<file path="src/pkg/pwm_dac_pkg.sv">
// Constants shared by the pulse-division PWM block.
package pwm_dac_pkg;

	// ----------------------------------------
	// Register map (byte addresses)
	// ----------------------------------------
	localparam logic [3:0]  OFS_DUTY       = 4'h0;
	localparam logic [3:0]  OFS_CTRL       = 4'h4;
	localparam logic [3:0]  OFS_STATUS     = 4'h8;
	localparam int          ADDR_W         = 4;

	// ----------------------------------------
	// Control field positions
	// ----------------------------------------
	localparam int          CTRL_ENABLE    = 0;
	localparam int          CTRL_CARRIER   = 1;
	localparam int          CTRL_INVERT    = 2;
	localparam int          CTRL_CLKSRC    = 3;
	localparam int          CTRL_PRESC_LO  = 4;
	localparam int          CTRL_PRESC_HI  = 6;

	// ----------------------------------------
	// Reset values
	// ----------------------------------------
	localparam logic [13:0] DUTY_RST       = 14'h0000;
	localparam logic [5:0]  STAGE_RST      = 6'h00;
	localparam logic [6:0]  CTRL_RST       = 7'h00;

	// ----------------------------------------
	// Duty layout and carrier geometry
	// ----------------------------------------
	localparam int          DUTY_W         = 14;
	localparam int          LARGE_LOC_W    = 6;
	localparam int          SMALL_LOC_W    = 8;
	localparam logic [7:0]  LARGE_UNIT_MAX = 8'hff;
	localparam logic [7:0]  SMALL_UNIT_MAX = 8'h3f;
	localparam logic [7:0]  LARGE_PULSE_MAX = 8'h3f;
	localparam logic [7:0]  SMALL_PULSE_MAX = 8'hff;

	// ----------------------------------------
	// Prescaler terminal counts (divide minus one)
	// ----------------------------------------
	localparam logic [13:0] DIV_TERM_1     = 14'h0000;
	localparam logic [13:0] DIV_TERM_2     = 14'h0001;
	localparam logic [13:0] DIV_TERM_64    = 14'h003f;
	localparam logic [13:0] DIV_TERM_128   = 14'h007f;
	localparam logic [13:0] DIV_TERM_256   = 14'h00ff;
	localparam logic [13:0] DIV_TERM_1024  = 14'h03ff;
	localparam logic [13:0] DIV_TERM_4096  = 14'h0fff;
	localparam logic [13:0] DIV_TERM_16384 = 14'h3fff;

	// ----------------------------------------
	// Bus answers
	// ----------------------------------------
	localparam logic [1:0]  RESP_OKAY      = 2'b00;
	localparam logic [1:0]  RESP_SLVERR    = 2'b10;

endpackage : pwm_dac_pkg

</file>
<file path="src/hw/pwm_dac.sv">
// Pulse-division PWM DAC with AXI4-Lite register slave.
//
// Contract
// [RL1] Duty word is total active-pulse width over 256 or 64 base pulses.
// [RL2] Inversion off: duty sets low time; inversion on: duty sets high time.
// [RL3] Large carrier: base pulse period is 256 resolution units.
// [RL4] Large carrier: top eight bits base width, low six bits locate extras.
// [RL5] Small carrier: period 64 units, top six bits width, low eight locate.
// [RL6] Base pulse active width equals top field in resolution units.
// [RL7] Each additional pulse lengthens its base pulse by exactly one unit.
// [RL8] Large carrier, location 000001: only base pulse 63 gets an extra.
// [RL9] Zeroed low duty bits shorten the effective conversion cycle.
// [RL10] Clock source 1, prescale 011..110 selects divide 256/1024/4096/16384.
// [RL11] Resolution unit is one prescaled period; counters run while enabled.
// [RL12] Output held at fixed level when duty is below pulse minimum.
// [RL13] Upper byte parks in staging; duty updates when lower byte follows.
module pwm_dac
(
	input  wire logic                           clock,
	input  wire logic                           sys_rst,
	input  wire logic [pwm_dac_pkg::ADDR_W-1:0] s_axi_awaddr,
	input  wire logic                           s_axi_awvalid,
	output logic                                s_axi_awready,
	input  wire logic [31:0]                    s_axi_wdata,
	input  wire logic [3:0]                     s_axi_wstrb,
	input  wire logic                           s_axi_wvalid,
	output logic                                s_axi_wready,
	output logic [1:0]                          s_axi_bresp,
	output logic                                s_axi_bvalid,
	input  wire logic                           s_axi_bready,
	input  wire logic [pwm_dac_pkg::ADDR_W-1:0] s_axi_araddr,
	input  wire logic                           s_axi_arvalid,
	output logic                                s_axi_arready,
	output logic [31:0]                         s_axi_rdata,
	output logic [1:0]                          s_axi_rresp,
	output logic                                s_axi_rvalid,
	input  wire logic                           s_axi_rready,
	output logic                                pwm_output_pin
);
	import pwm_dac_pkg::*;

	// ----------------------------------------
	// Declarations
	// ----------------------------------------
	logic [DUTY_W-1:0]     pwmDutyWord_r;
	logic [DUTY_W-1:0]     dutyShadow_r;
	logic [5:0]            dutyStage_r;
	logic [6:0]            ctrl_r;
	logic                  awHave_r;
	logic                  wHave_r;
	logic [ADDR_W-1:0]     awAddr_r;
	logic [31:0]           wData_r;
	logic [3:0]            wStrb_r;
	logic [13:0]           prescaleCnt_r;
	logic [7:0]            unitCnt_r;
	logic [7:0]            pulseIdx_r;
	logic                  carrierShadow_r;

	wire                   enable                 = ctrl_r[CTRL_ENABLE];
	wire                   carrier_size_select    = ctrl_r[CTRL_CARRIER];
	wire                   output_polarity_invert = ctrl_r[CTRL_INVERT];
	wire                   clock_source_select    = ctrl_r[CTRL_CLKSRC];
	wire [2:0]             prescaler_control_reg  = ctrl_r[CTRL_PRESC_HI:CTRL_PRESC_LO];

	// ----------------------------------------
	// Write channel decode
	// ----------------------------------------
	wire                   awFire    = s_axi_awvalid & s_axi_awready;
	wire                   wFire     = s_axi_wvalid & s_axi_wready;
	wire                   writeGo   = awHave_r & wHave_r & ~s_axi_bvalid;
	wire                   bFire     = s_axi_bvalid & s_axi_bready;
	wire                   awHaveNxt = (awHave_r | awFire) & ~writeGo;
	wire                   wHaveNxt  = (wHave_r | wFire) & ~writeGo;
	wire                   bvalidNxt = writeGo | (s_axi_bvalid & ~bFire);
	wire                   wrDuty    = writeGo & (awAddr_r == OFS_DUTY);
	wire                   wrCtrl    = writeGo & (awAddr_r == OFS_CTRL);
	wire                   wrMapped  = wrDuty | wrCtrl | (awAddr_r == OFS_STATUS);
	wire                   upperLane = wStrb_r[1];
	wire                   lowerLane = wStrb_r[0];

	// Duty word assembly: the lower lane commits; a lone upper lane only stages.
	wire [5:0]             upperByte = upperLane ? wData_r[13:8] : dutyStage_r; // RL13
	wire [DUTY_W-1:0]      dutyNew   = {upperByte, wData_r[7:0]}; // RL13
	wire                   stageLoad = wrDuty & upperLane & ~lowerLane; // RL13
	wire                   dutyLoad  = wrDuty & lowerLane; // RL13

	// ----------------------------------------
	// Read channel decode
	// ----------------------------------------
	wire                   arFire    = s_axi_arvalid & s_axi_arready;
	wire                   rFire     = s_axi_rvalid & s_axi_rready;
	wire                   rvalidNxt = arFire | (s_axi_rvalid & ~rFire);
	wire                   rdDuty    = s_axi_araddr == OFS_DUTY;
	wire                   rdCtrl    = s_axi_araddr == OFS_CTRL;
	wire                   rdStatus  = s_axi_araddr == OFS_STATUS;
	wire                   rdMapped  = rdDuty | rdCtrl | rdStatus;
	wire [31:0]            statusWord = {15'h0000, pwm_output_pin, pulseIdx_r, unitCnt_r};
	wire [31:0]            rdMux =
		rdDuty   ? {18'h00000, pwmDutyWord_r} :
		rdCtrl   ? {25'h0000000, ctrl_r} :
		rdStatus ? statusWord : 32'h00000000;

	// ----------------------------------------
	// Resolution-unit prescaler
	// ----------------------------------------
	// Code 111 is prohibited; it falls onto the slowest divide rather than stall.
	wire [13:0]            divTerm =
		!clock_source_select           ? DIV_TERM_1 :
		prescaler_control_reg == 3'h0  ? DIV_TERM_2 :
		prescaler_control_reg == 3'h1  ? DIV_TERM_64 :
		prescaler_control_reg == 3'h2  ? DIV_TERM_128 :
		prescaler_control_reg == 3'h3  ? DIV_TERM_256 : // RL10
		prescaler_control_reg == 3'h4  ? DIV_TERM_1024 : // RL10
		prescaler_control_reg == 3'h5  ? DIV_TERM_4096 : // RL10
		DIV_TERM_16384; // RL10
	wire                   unitTick  = enable & (prescaleCnt_r >= divTerm); // RL11

	// ----------------------------------------
	// Carrier geometry
	// ----------------------------------------
	wire [7:0]             unitMax   = carrierShadow_r ? LARGE_UNIT_MAX : SMALL_UNIT_MAX; // RL3 RL5
	wire [7:0]             pulseMax  = carrierShadow_r ? LARGE_PULSE_MAX : SMALL_PULSE_MAX; // RL1
	// Compare with >= so a shorter carrier can never overrun its count
	wire                   unitLast  = unitCnt_r >= unitMax;
	wire                   pulseLast = pulseIdx_r >= pulseMax;
	wire                   cycleEnd  = unitTick & unitLast & pulseLast;

	// Base width: upper field of the duty word, in resolution units.
	wire [7:0]             baseWidth = carrierShadow_r ?
		dutyShadow_r[13:6] : // RL4
		{2'b00, dutyShadow_r[13:8]}; // RL5
	wire [LARGE_LOC_W-1:0] locLarge  = dutyShadow_r[LARGE_LOC_W-1:0]; // RL4
	wire [SMALL_LOC_W-1:0] locSmall  = dutyShadow_r[SMALL_LOC_W-1:0]; // RL5

	// ----------------------------------------
	// Additional-pulse spreading
	// ----------------------------------------
	// Bit-reversed countdown order spreads extras evenly; location 1 hits the
	// last base pulse only.
	logic [LARGE_LOC_W-1:0] revLarge;
	logic [SMALL_LOC_W-1:0] revSmall;

	genvar gi;
	generate
		for (gi = 0; gi < SMALL_LOC_W; gi++) begin : g_rev
			assign revSmall[gi] = ~pulseIdx_r[SMALL_LOC_W-1-gi];
			if (gi < LARGE_LOC_W) begin : g_large
				assign revLarge[gi] = ~pulseIdx_r[LARGE_LOC_W-1-gi];
			end
		end
	endgenerate

	wire                   extraLarge = revLarge < locLarge; // RL8
	wire                   extraSmall = revSmall < locSmall;
	wire                   extra      = carrierShadow_r ? extraLarge : extraSmall; // RL7

	// Active while the unit count sits inside base width plus an optional unit.
	wire [8:0]             activeLen = {1'b0, baseWidth} + {8'h00, extra}; // RL6 RL7
	// Zero base field holds the pin; extras alone never make a pulse
	wire                   belowMin  = baseWidth == 8'h00;
	wire                   active    = enable & ~belowMin & ({1'b0, unitCnt_r} < activeLen); // RL12
	// Active means low unless inverted, so duty is low time or high time.
	wire                   pinNxt    = active ~^ output_polarity_invert; // RL2

	// ----------------------------------------
	// Shadow load sources
	// ----------------------------------------
	// Enabling write must reach the shadows, else the first cycle runs stale
	wire                   shadowLoad  = ~enable | cycleEnd;
	wire                   carrierLive = (wrCtrl & lowerLane) ?
		wData_r[CTRL_CARRIER] : carrier_size_select;
	wire [DUTY_W-1:0]      dutyLive    = dutyLoad ? dutyNew : pwmDutyWord_r;

	// ----------------------------------------
	// Bus channel handshake
	// ----------------------------------------
	// Registered ready drops on the very edge that takes a request
	always_ff @(posedge clock) begin
		if (sys_rst) begin
			awHave_r      <= 1'b0;
			wHave_r       <= 1'b0;
			s_axi_awready <= 1'b0;
			s_axi_wready  <= 1'b0;
			s_axi_bvalid  <= 1'b0;
			s_axi_bresp   <= RESP_OKAY;
		end else begin
			awHave_r      <= awHaveNxt;
			wHave_r       <= wHaveNxt;
			s_axi_awready <= ~awHaveNxt & ~bvalidNxt;
			s_axi_wready  <= ~wHaveNxt & ~bvalidNxt;
			s_axi_bvalid  <= bvalidNxt;
			if (writeGo) begin
				s_axi_bresp <= wrMapped ? RESP_OKAY : RESP_SLVERR;
			end
		end
	end

	// Address and data may come in either order; each waits for its pair
	always_ff @(posedge clock) begin
		if (sys_rst) begin
			awAddr_r <= '0;
			wData_r  <= 32'h00000000;
			wStrb_r  <= 4'h0;
		end else begin
			if (awFire) begin
				awAddr_r <= s_axi_awaddr;
			end
			if (wFire) begin
				wData_r <= s_axi_wdata;
				wStrb_r <= s_axi_wstrb;
			end
		end
	end

	// One read in flight; arready returns when rvalid is accepted
	always_ff @(posedge clock) begin
		if (sys_rst) begin
			s_axi_arready <= 1'b0;
			s_axi_rvalid  <= 1'b0;
			s_axi_rdata   <= 32'h00000000;
			s_axi_rresp   <= RESP_OKAY;
		end else begin
			s_axi_arready <= ~rvalidNxt;
			s_axi_rvalid  <= rvalidNxt;
			if (arFire) begin
				s_axi_rdata <= rdMux;
				s_axi_rresp <= rdMapped ? RESP_OKAY : RESP_SLVERR;
			end
		end
	end

	// ----------------------------------------
	// Registers
	// ----------------------------------------
	// Control commits on the low lane only; status ignores writes
	always_ff @(posedge clock) begin
		if (sys_rst) begin
			pwmDutyWord_r <= DUTY_RST;
			dutyStage_r   <= STAGE_RST;
			ctrl_r        <= CTRL_RST;
		end else begin
			if (stageLoad) begin
				dutyStage_r <= wData_r[13:8]; // RL13
			end
			if (dutyLoad) begin
				pwmDutyWord_r <= dutyNew; // RL13
			end
			if (wrCtrl & lowerLane) begin
				ctrl_r <= wData_r[6:0];
			end
		end
	end

	// ----------------------------------------
	// Conversion engine
	// ----------------------------------------
	// Duty and carrier are taken only at a cycle boundary so a running cycle
	// never mixes two settings; disabled, the shadows track live values.
	always_ff @(posedge clock) begin
		if (sys_rst) begin
			dutyShadow_r    <= DUTY_RST;
			carrierShadow_r <= 1'b0;
		end else if (shadowLoad) begin
			dutyShadow_r    <= dutyLive;
			carrierShadow_r <= carrierLive;
		end
	end

	// Cleared while disabled so each enable starts a fresh unit
	always_ff @(posedge clock) begin
		if (sys_rst || !enable) begin
			prescaleCnt_r <= 14'h0000;
		end else if (unitTick) begin
			prescaleCnt_r <= 14'h0000; // RL11
		end else begin
			prescaleCnt_r <= prescaleCnt_r + 14'h0001;
		end
	end

	// Counters free-run; with low duty bits zero the pattern repeats sooner.
	always_ff @(posedge clock) begin
		if (sys_rst || !enable) begin
			unitCnt_r  <= 8'h00;
			pulseIdx_r <= 8'h00;
		end else if (unitTick) begin
			unitCnt_r <= unitLast ? 8'h00 : unitCnt_r + 8'h01; // RL3 RL5 RL11
			if (unitLast) begin
				pulseIdx_r <= pulseLast ? 8'h00 : pulseIdx_r + 8'h01; // RL1 RL9
			end
		end
	end

	// Reset parks the pin high, the inactive level without inversion
	always_ff @(posedge clock) begin
		if (sys_rst) begin
			pwm_output_pin <= 1'b1;
		end else begin
			pwm_output_pin <= pinNxt; // RL2 RL12
		end
	end

endmodule : pwm_dac

</file>
<file path="config.mk">
export PLATFORM = sky130hd
export DESIGN_NAME = pwm_dac
export DESIGN_NICKNAME = d
export VERILOG_FILES = /design/src/pkg/pwm_dac_pkg.sv /design/src/hw/pwm_dac.sv
export SDC_FILE = /design/constraint.sdc
export NUM_CORES = 1
export LEC_CHECK = 0
export BUFFER_PORTS_ARGS = -buffer_cell sky130_fd_sc_hd__buf_2
export CORE_ASPECT_RATIO = 1.1
export CORE_MARGIN = 2
export CORE_UTILIZATION = 40
export DETAILED_ROUTE_END_ITERATION = 8
export MAX_ROUTING_LAYER = met4
export PLACE_DENSITY_LB_ADDON = 0.12
export SYNTH_ARGS = -nofsm -noshare
export SYNTH_HDL_FRONTEND = slang
export SYNTH_SLANG_ARGS = --single-unit
</file>
<file path="constraint.sdc">
create_clock -name clock -period 4.2 [get_ports clock]
set_clock_uncertainty 0.1 [all_clocks]
set_input_delay 0.42 -clock clock [delete_from_list [all_inputs] [get_ports clock]]
set_output_delay 0.42 -clock clock [all_outputs]
set_load 0.01 [all_outputs]
</file>
==> out/qor.yml <==
nets: 843
grt_first_pass_wirelength_um: 24640
placeableCoreArea_um2: 15000
power.share.clock_pct: 53.8
max-clock-path-buffers: 2
postRouteAntennaNets: 0
whs_path_cells: 3
groute.usage.overall_pct: 19.94
vias_per_cell: 5.194
worst_slew_pin_slew_ns: 0.8942
grt_total_ovfl: 0
num_antenna_cells: 0
max_slew_margin_pct: 39.93
yosysTopAreaCellShare_pct: 39.06
synth_enable_flop_cells: 0
finalMaxSlewViolations: 0
result_of_the_run: "finished clean"
reg2reg_to: "pwm_output_pin"
synth_top_cell_by_area: "sky130_fd_sc_hd__dfxtp_1"
global_routing_s_busiest_layer: "met2"
drc_errors_left: 0
power.switching_fraction_pct: 22.91
postCtsHoldBufs: 0
synth_seq_cells: 119
port-buffer-count: 55
ys_top_cells_by_count: "sky130_fd_sc_hd__dfxtp_1 (119), sky130_fd_sc_hd__nor2_1 (86), sky130_fd_sc_hd__nand2_1 (81)"
setup_tns_final_ns: 0
clk_latency_ns: 0.41
post_dr_wirelength_cell_um: 15.45
min-delay-path-class: "in2reg"
min_delay_worst_endpoint: "wStrb_r[0]"
cts_sinks: 119
holdCritStartpoint: "s_axi_wstrb[0]"
vdd_ir_drop_max_uv: 287.1
p_leak_nw: 2.723
syn_area_per_cell_um2: 8.662
die_width_um: 121.7
ctsHtreeMaxLevel: 4
initial_core_util_pct: 40.67
postSynthCellCount: 704
hpwlAfterDp_um: 11100
ys_warn_count: 0
worst_path_buf_inv: 1
startpoint_type: "flop"
worst_setup_path_end_kind: "flop"
cts_inserted_buffers: 17
hold_violation_total_from_the_final_report: 0
power_density_nw_per_um2: 384.0
ys_async_sr_fraction_pct: 0
p_int_mw: 2.089
path_clk_slew_ns: 0.06
dr_total_vias: 4981
p_seq_share_pct: 42.8
worst-endpoint-arrival_ns: 4.07
syn-cell-area_um2: 6098
crit_chain: "inv_1, ha_1, a21boi_0, o21a_1, o21ai_0, nand2_1, o2111ai_1, a22o_1, ha_1, nand2_1, nor2_2, nand4_1, xnor2_1, nand2_1, ha_1, or3_1, a221oi_1, o21ai_0, a21oi_1, mux2i_1"
yosys_most_used_dff: "sky130_fd_sc_hd__dfxtp_1"
critical_path.max_fanout: 6
fmaxAchievable_ghz: 0.2609
antenna_violations_before_repair: 0
finish_stage_setup_viols: 0
post-cts-setup-buffers: 0
finalWeightedCongestion: 0.8914
worstRegToRegCells: 20
cpPeakStageDelay_ns: 0.37
placementRows: 47
post_route_cells_drive_above_1_share_pct: 16.12
floorplan.die_area_um2: 16250
rsz0062_at_grt: "no"
largest_net_degree_at_the_start_of_global_routing: 49
timing.final.crit_share_pct: 91.25
timing_worst_setup_path_type: "reg2reg"
cts_repair_resize_count: 0
detailedRoute.firstPassIterationCount: 5
num_io_pins: 93
cts_tree: "done"
crit_slowest_cell: "sky130_fd_sc_hd__dfxtp_2"
flow.area_growth_from_synthesis_pct: 15.72
first_global_vias: 4885
reg2reg_setup_slack_ns: 0.37
max_cap_violations: 0
placement.cell_area_um2: 6456
buffer_cell_driving_the_clock_tree_root: "sky130_fd_sc_hd__clkbuf_16"
die_height_um: 133.5
synth_most_common_cell: "sky130_fd_sc_hd__dfxtp_1"
fraction_of_met3_tracks_used_by_global_routing_pct: 4.238
met2_grt_util_pct: 31.87
synth.yosys.seq_area_share_pct: 39.06
crit_family: "compound AO/OA/AOI/OAI gates"
wirelength_um: 14810
first_iter_violations: 294
p_switching_mw: 0.6207
synth_cell_type_count: 57
minimum_clock_period_ns: 3.832
crit-reg2reg-launch: "pulseIdx_r[4]"
worst_slack_ns: 0.3676
post-route-cell-area_um2: 7057
synth.top_cells.by_area: "sky130_fd_sc_hd__dfxtp_1 (39%), sky130_fd_sc_hd__ha_1 (8.6%), sky130_fd_sc_hd__mux2i_1 (7.1%), sky130_fd_sc_hd__nor2_1 (5.3%), sky130_fd_sc_hd__nand2_1 (5.0%)"
dp_worst_setup_slack_ns: 0.2670
met1_usage_grt_pct: 25.73
critPathRequiredTime_ns: 4.44
power.share.combinational_pct: 3.4
==> power by group through the flow <==
| stage | clock network, mW | registers (mW) | logic [mW] |
|---|---|---|---|
| after floorplan | 0 | 1.18 | 0.0729 |
| after global placement | 0 | 1.18 | 0.0910 |
| after detailed placement | 0 | 1.19 | 0.0918 |
| after CTS | 1.48 | 1.16 | 0.0919 |
| after global routing | 1.55 | 1.16 | 0.102 |
| final | 1.46 | 1.16 | 0.0911 |
==> cells in the final DEF, fill, tap and decap left out, types with 6 or more instances in the layout <==
| cell type | n |
|---|---|
| sky130_fd_sc_hd__clkbuf_16 | 17 |
| sky130_fd_sc_hd__dfxtp_1 | 118 |
| sky130_fd_sc_hd__and3_1 | 8 |
| sky130_fd_sc_hd__conb_1 | 17 |
| sky130_fd_sc_hd__nand3_1 | 18 |
| sky130_fd_sc_hd__xnor2_1 | 10 |
| sky130_fd_sc_hd__nand4_1 | 10 |
| sky130_fd_sc_hd__buf_2 | 55 |
| sky130_fd_sc_hd__inv_1 | 20 |
| sky130_fd_sc_hd__o21ai_0 | 26 |
| sky130_fd_sc_hd__a211oi_1 | 10 |
| sky130_fd_sc_hd__mux2i_1 | 43 |
| sky130_fd_sc_hd__buf_4 | 6 |
| sky130_fd_sc_hd__ha_1 | 42 |
| sky130_fd_sc_hd__mux2_2 | 18 |
| sky130_fd_sc_hd__nor3_1 | 11 |
| sky130_fd_sc_hd__or3_1 | 10 |
| sky130_fd_sc_hd__xor2_1 | 10 |
| sky130_fd_sc_hd__a22oi_1 | 7 |
| sky130_fd_sc_hd__nor2_1 | 85 |
| sky130_fd_sc_hd__a21o_1 | 8 |
| sky130_fd_sc_hd__a21oi_1 | 56 |
| sky130_fd_sc_hd__nand2_1 | 81 |
| sky130_fd_sc_hd__nor2b_1 | 11 |
==> final cells by class <==
| type | count | area [um2] |
|---|---|---|
| Multi-Input combinational cell | 531 | 3436 |
| Sequential cell | 119 | 2384 |
| Tap cell | 196 | 245.2 |
| Fill cell | 1484 | 7939 |
| Clock buffer | 20 | 456.7 |
| Clock inverter | 12 | 140.1 |
| Timing Repair Buffer | 61 | 320.3 |
| Inverter | 20 | 75.07 |
==> how the worst max path moves through the flow <==
stage / startpoint / end / slack, ns / cells past startpoint
2_1_floorplan: pulseIdx_r[4] / pwm_output_pin / 0.71 / 21
3_3_place_gp: pulseIdx_r[4] / pwm_output_pin / 0.31 / 21
3_5_place_dp: pulseIdx_r[4] / pwm_output_pin / 0.27 / 21
4_1_cts: pulseIdx_r[4] / pwm_output_pin / 0.25 / 21
5_1_grt: pulseIdx_r[4] / pwm_output_pin / 0.002 / 21
6_report: pulseIdx_r[4] / pwm_output_pin / 0.37 / 20
==> layer usage <==
metal  wire length [um]  vias up
met2               7109       91
met5                  0        -
met3                441        9
met1               7151     2353
met4                111        0
li1                   -     2528
==> tightest hold or removal path: cells and delay by family <==
family	cells	cell delay (ns)
AND/OR/NAND/NOR	1	0.05
AO/OA/AOI/OAI	1	0.05
buffers and inverters	1	0.10
==> logic make-up after synthesis <==
group | after synthesis | share of synthesized area (%)
mux | 61 | 10.38
xor+xnor | 20 | 2.872
simple gates | 255 | 19.22
flops | 119 | 39.06
buf+inv | 70 | 5.704
compound gates | 136 | 14.07
other cells | 1 | 0.06149
fa+ha+maj | 42 | 8.617
==> flip-flops by register name, indices dropped and copies added (netlist names), 7 cells and up <==
signal,cells
s_axi_rdata,17
dutyShadow_r,14
prescaleCnt_r,14
pwmDutyWord_r,14
wData_r,14
pulseIdx_r,8
unitCnt_r,8
ctrl_r,7
==> through the flow <==
stage / hold WS (ns) / instances / power [mW] / utilization, %
after floorplan: 0.3360 / 720 / 1.254 / -
after global placement: 0.3417 / 927 / 1.275 / 43.05
after detailed placement: 0.3471 / 927 / 1.277 / 43.05
after CTS: 0.1255 / 959 / 2.736 / 47.03
after global routing: 0.1318 / 959 / 2.816 / 47.06
final: 0.1450 / 959 / 2.709 / 47.06
Note: power is estimated with default switching activity, not from simulation.
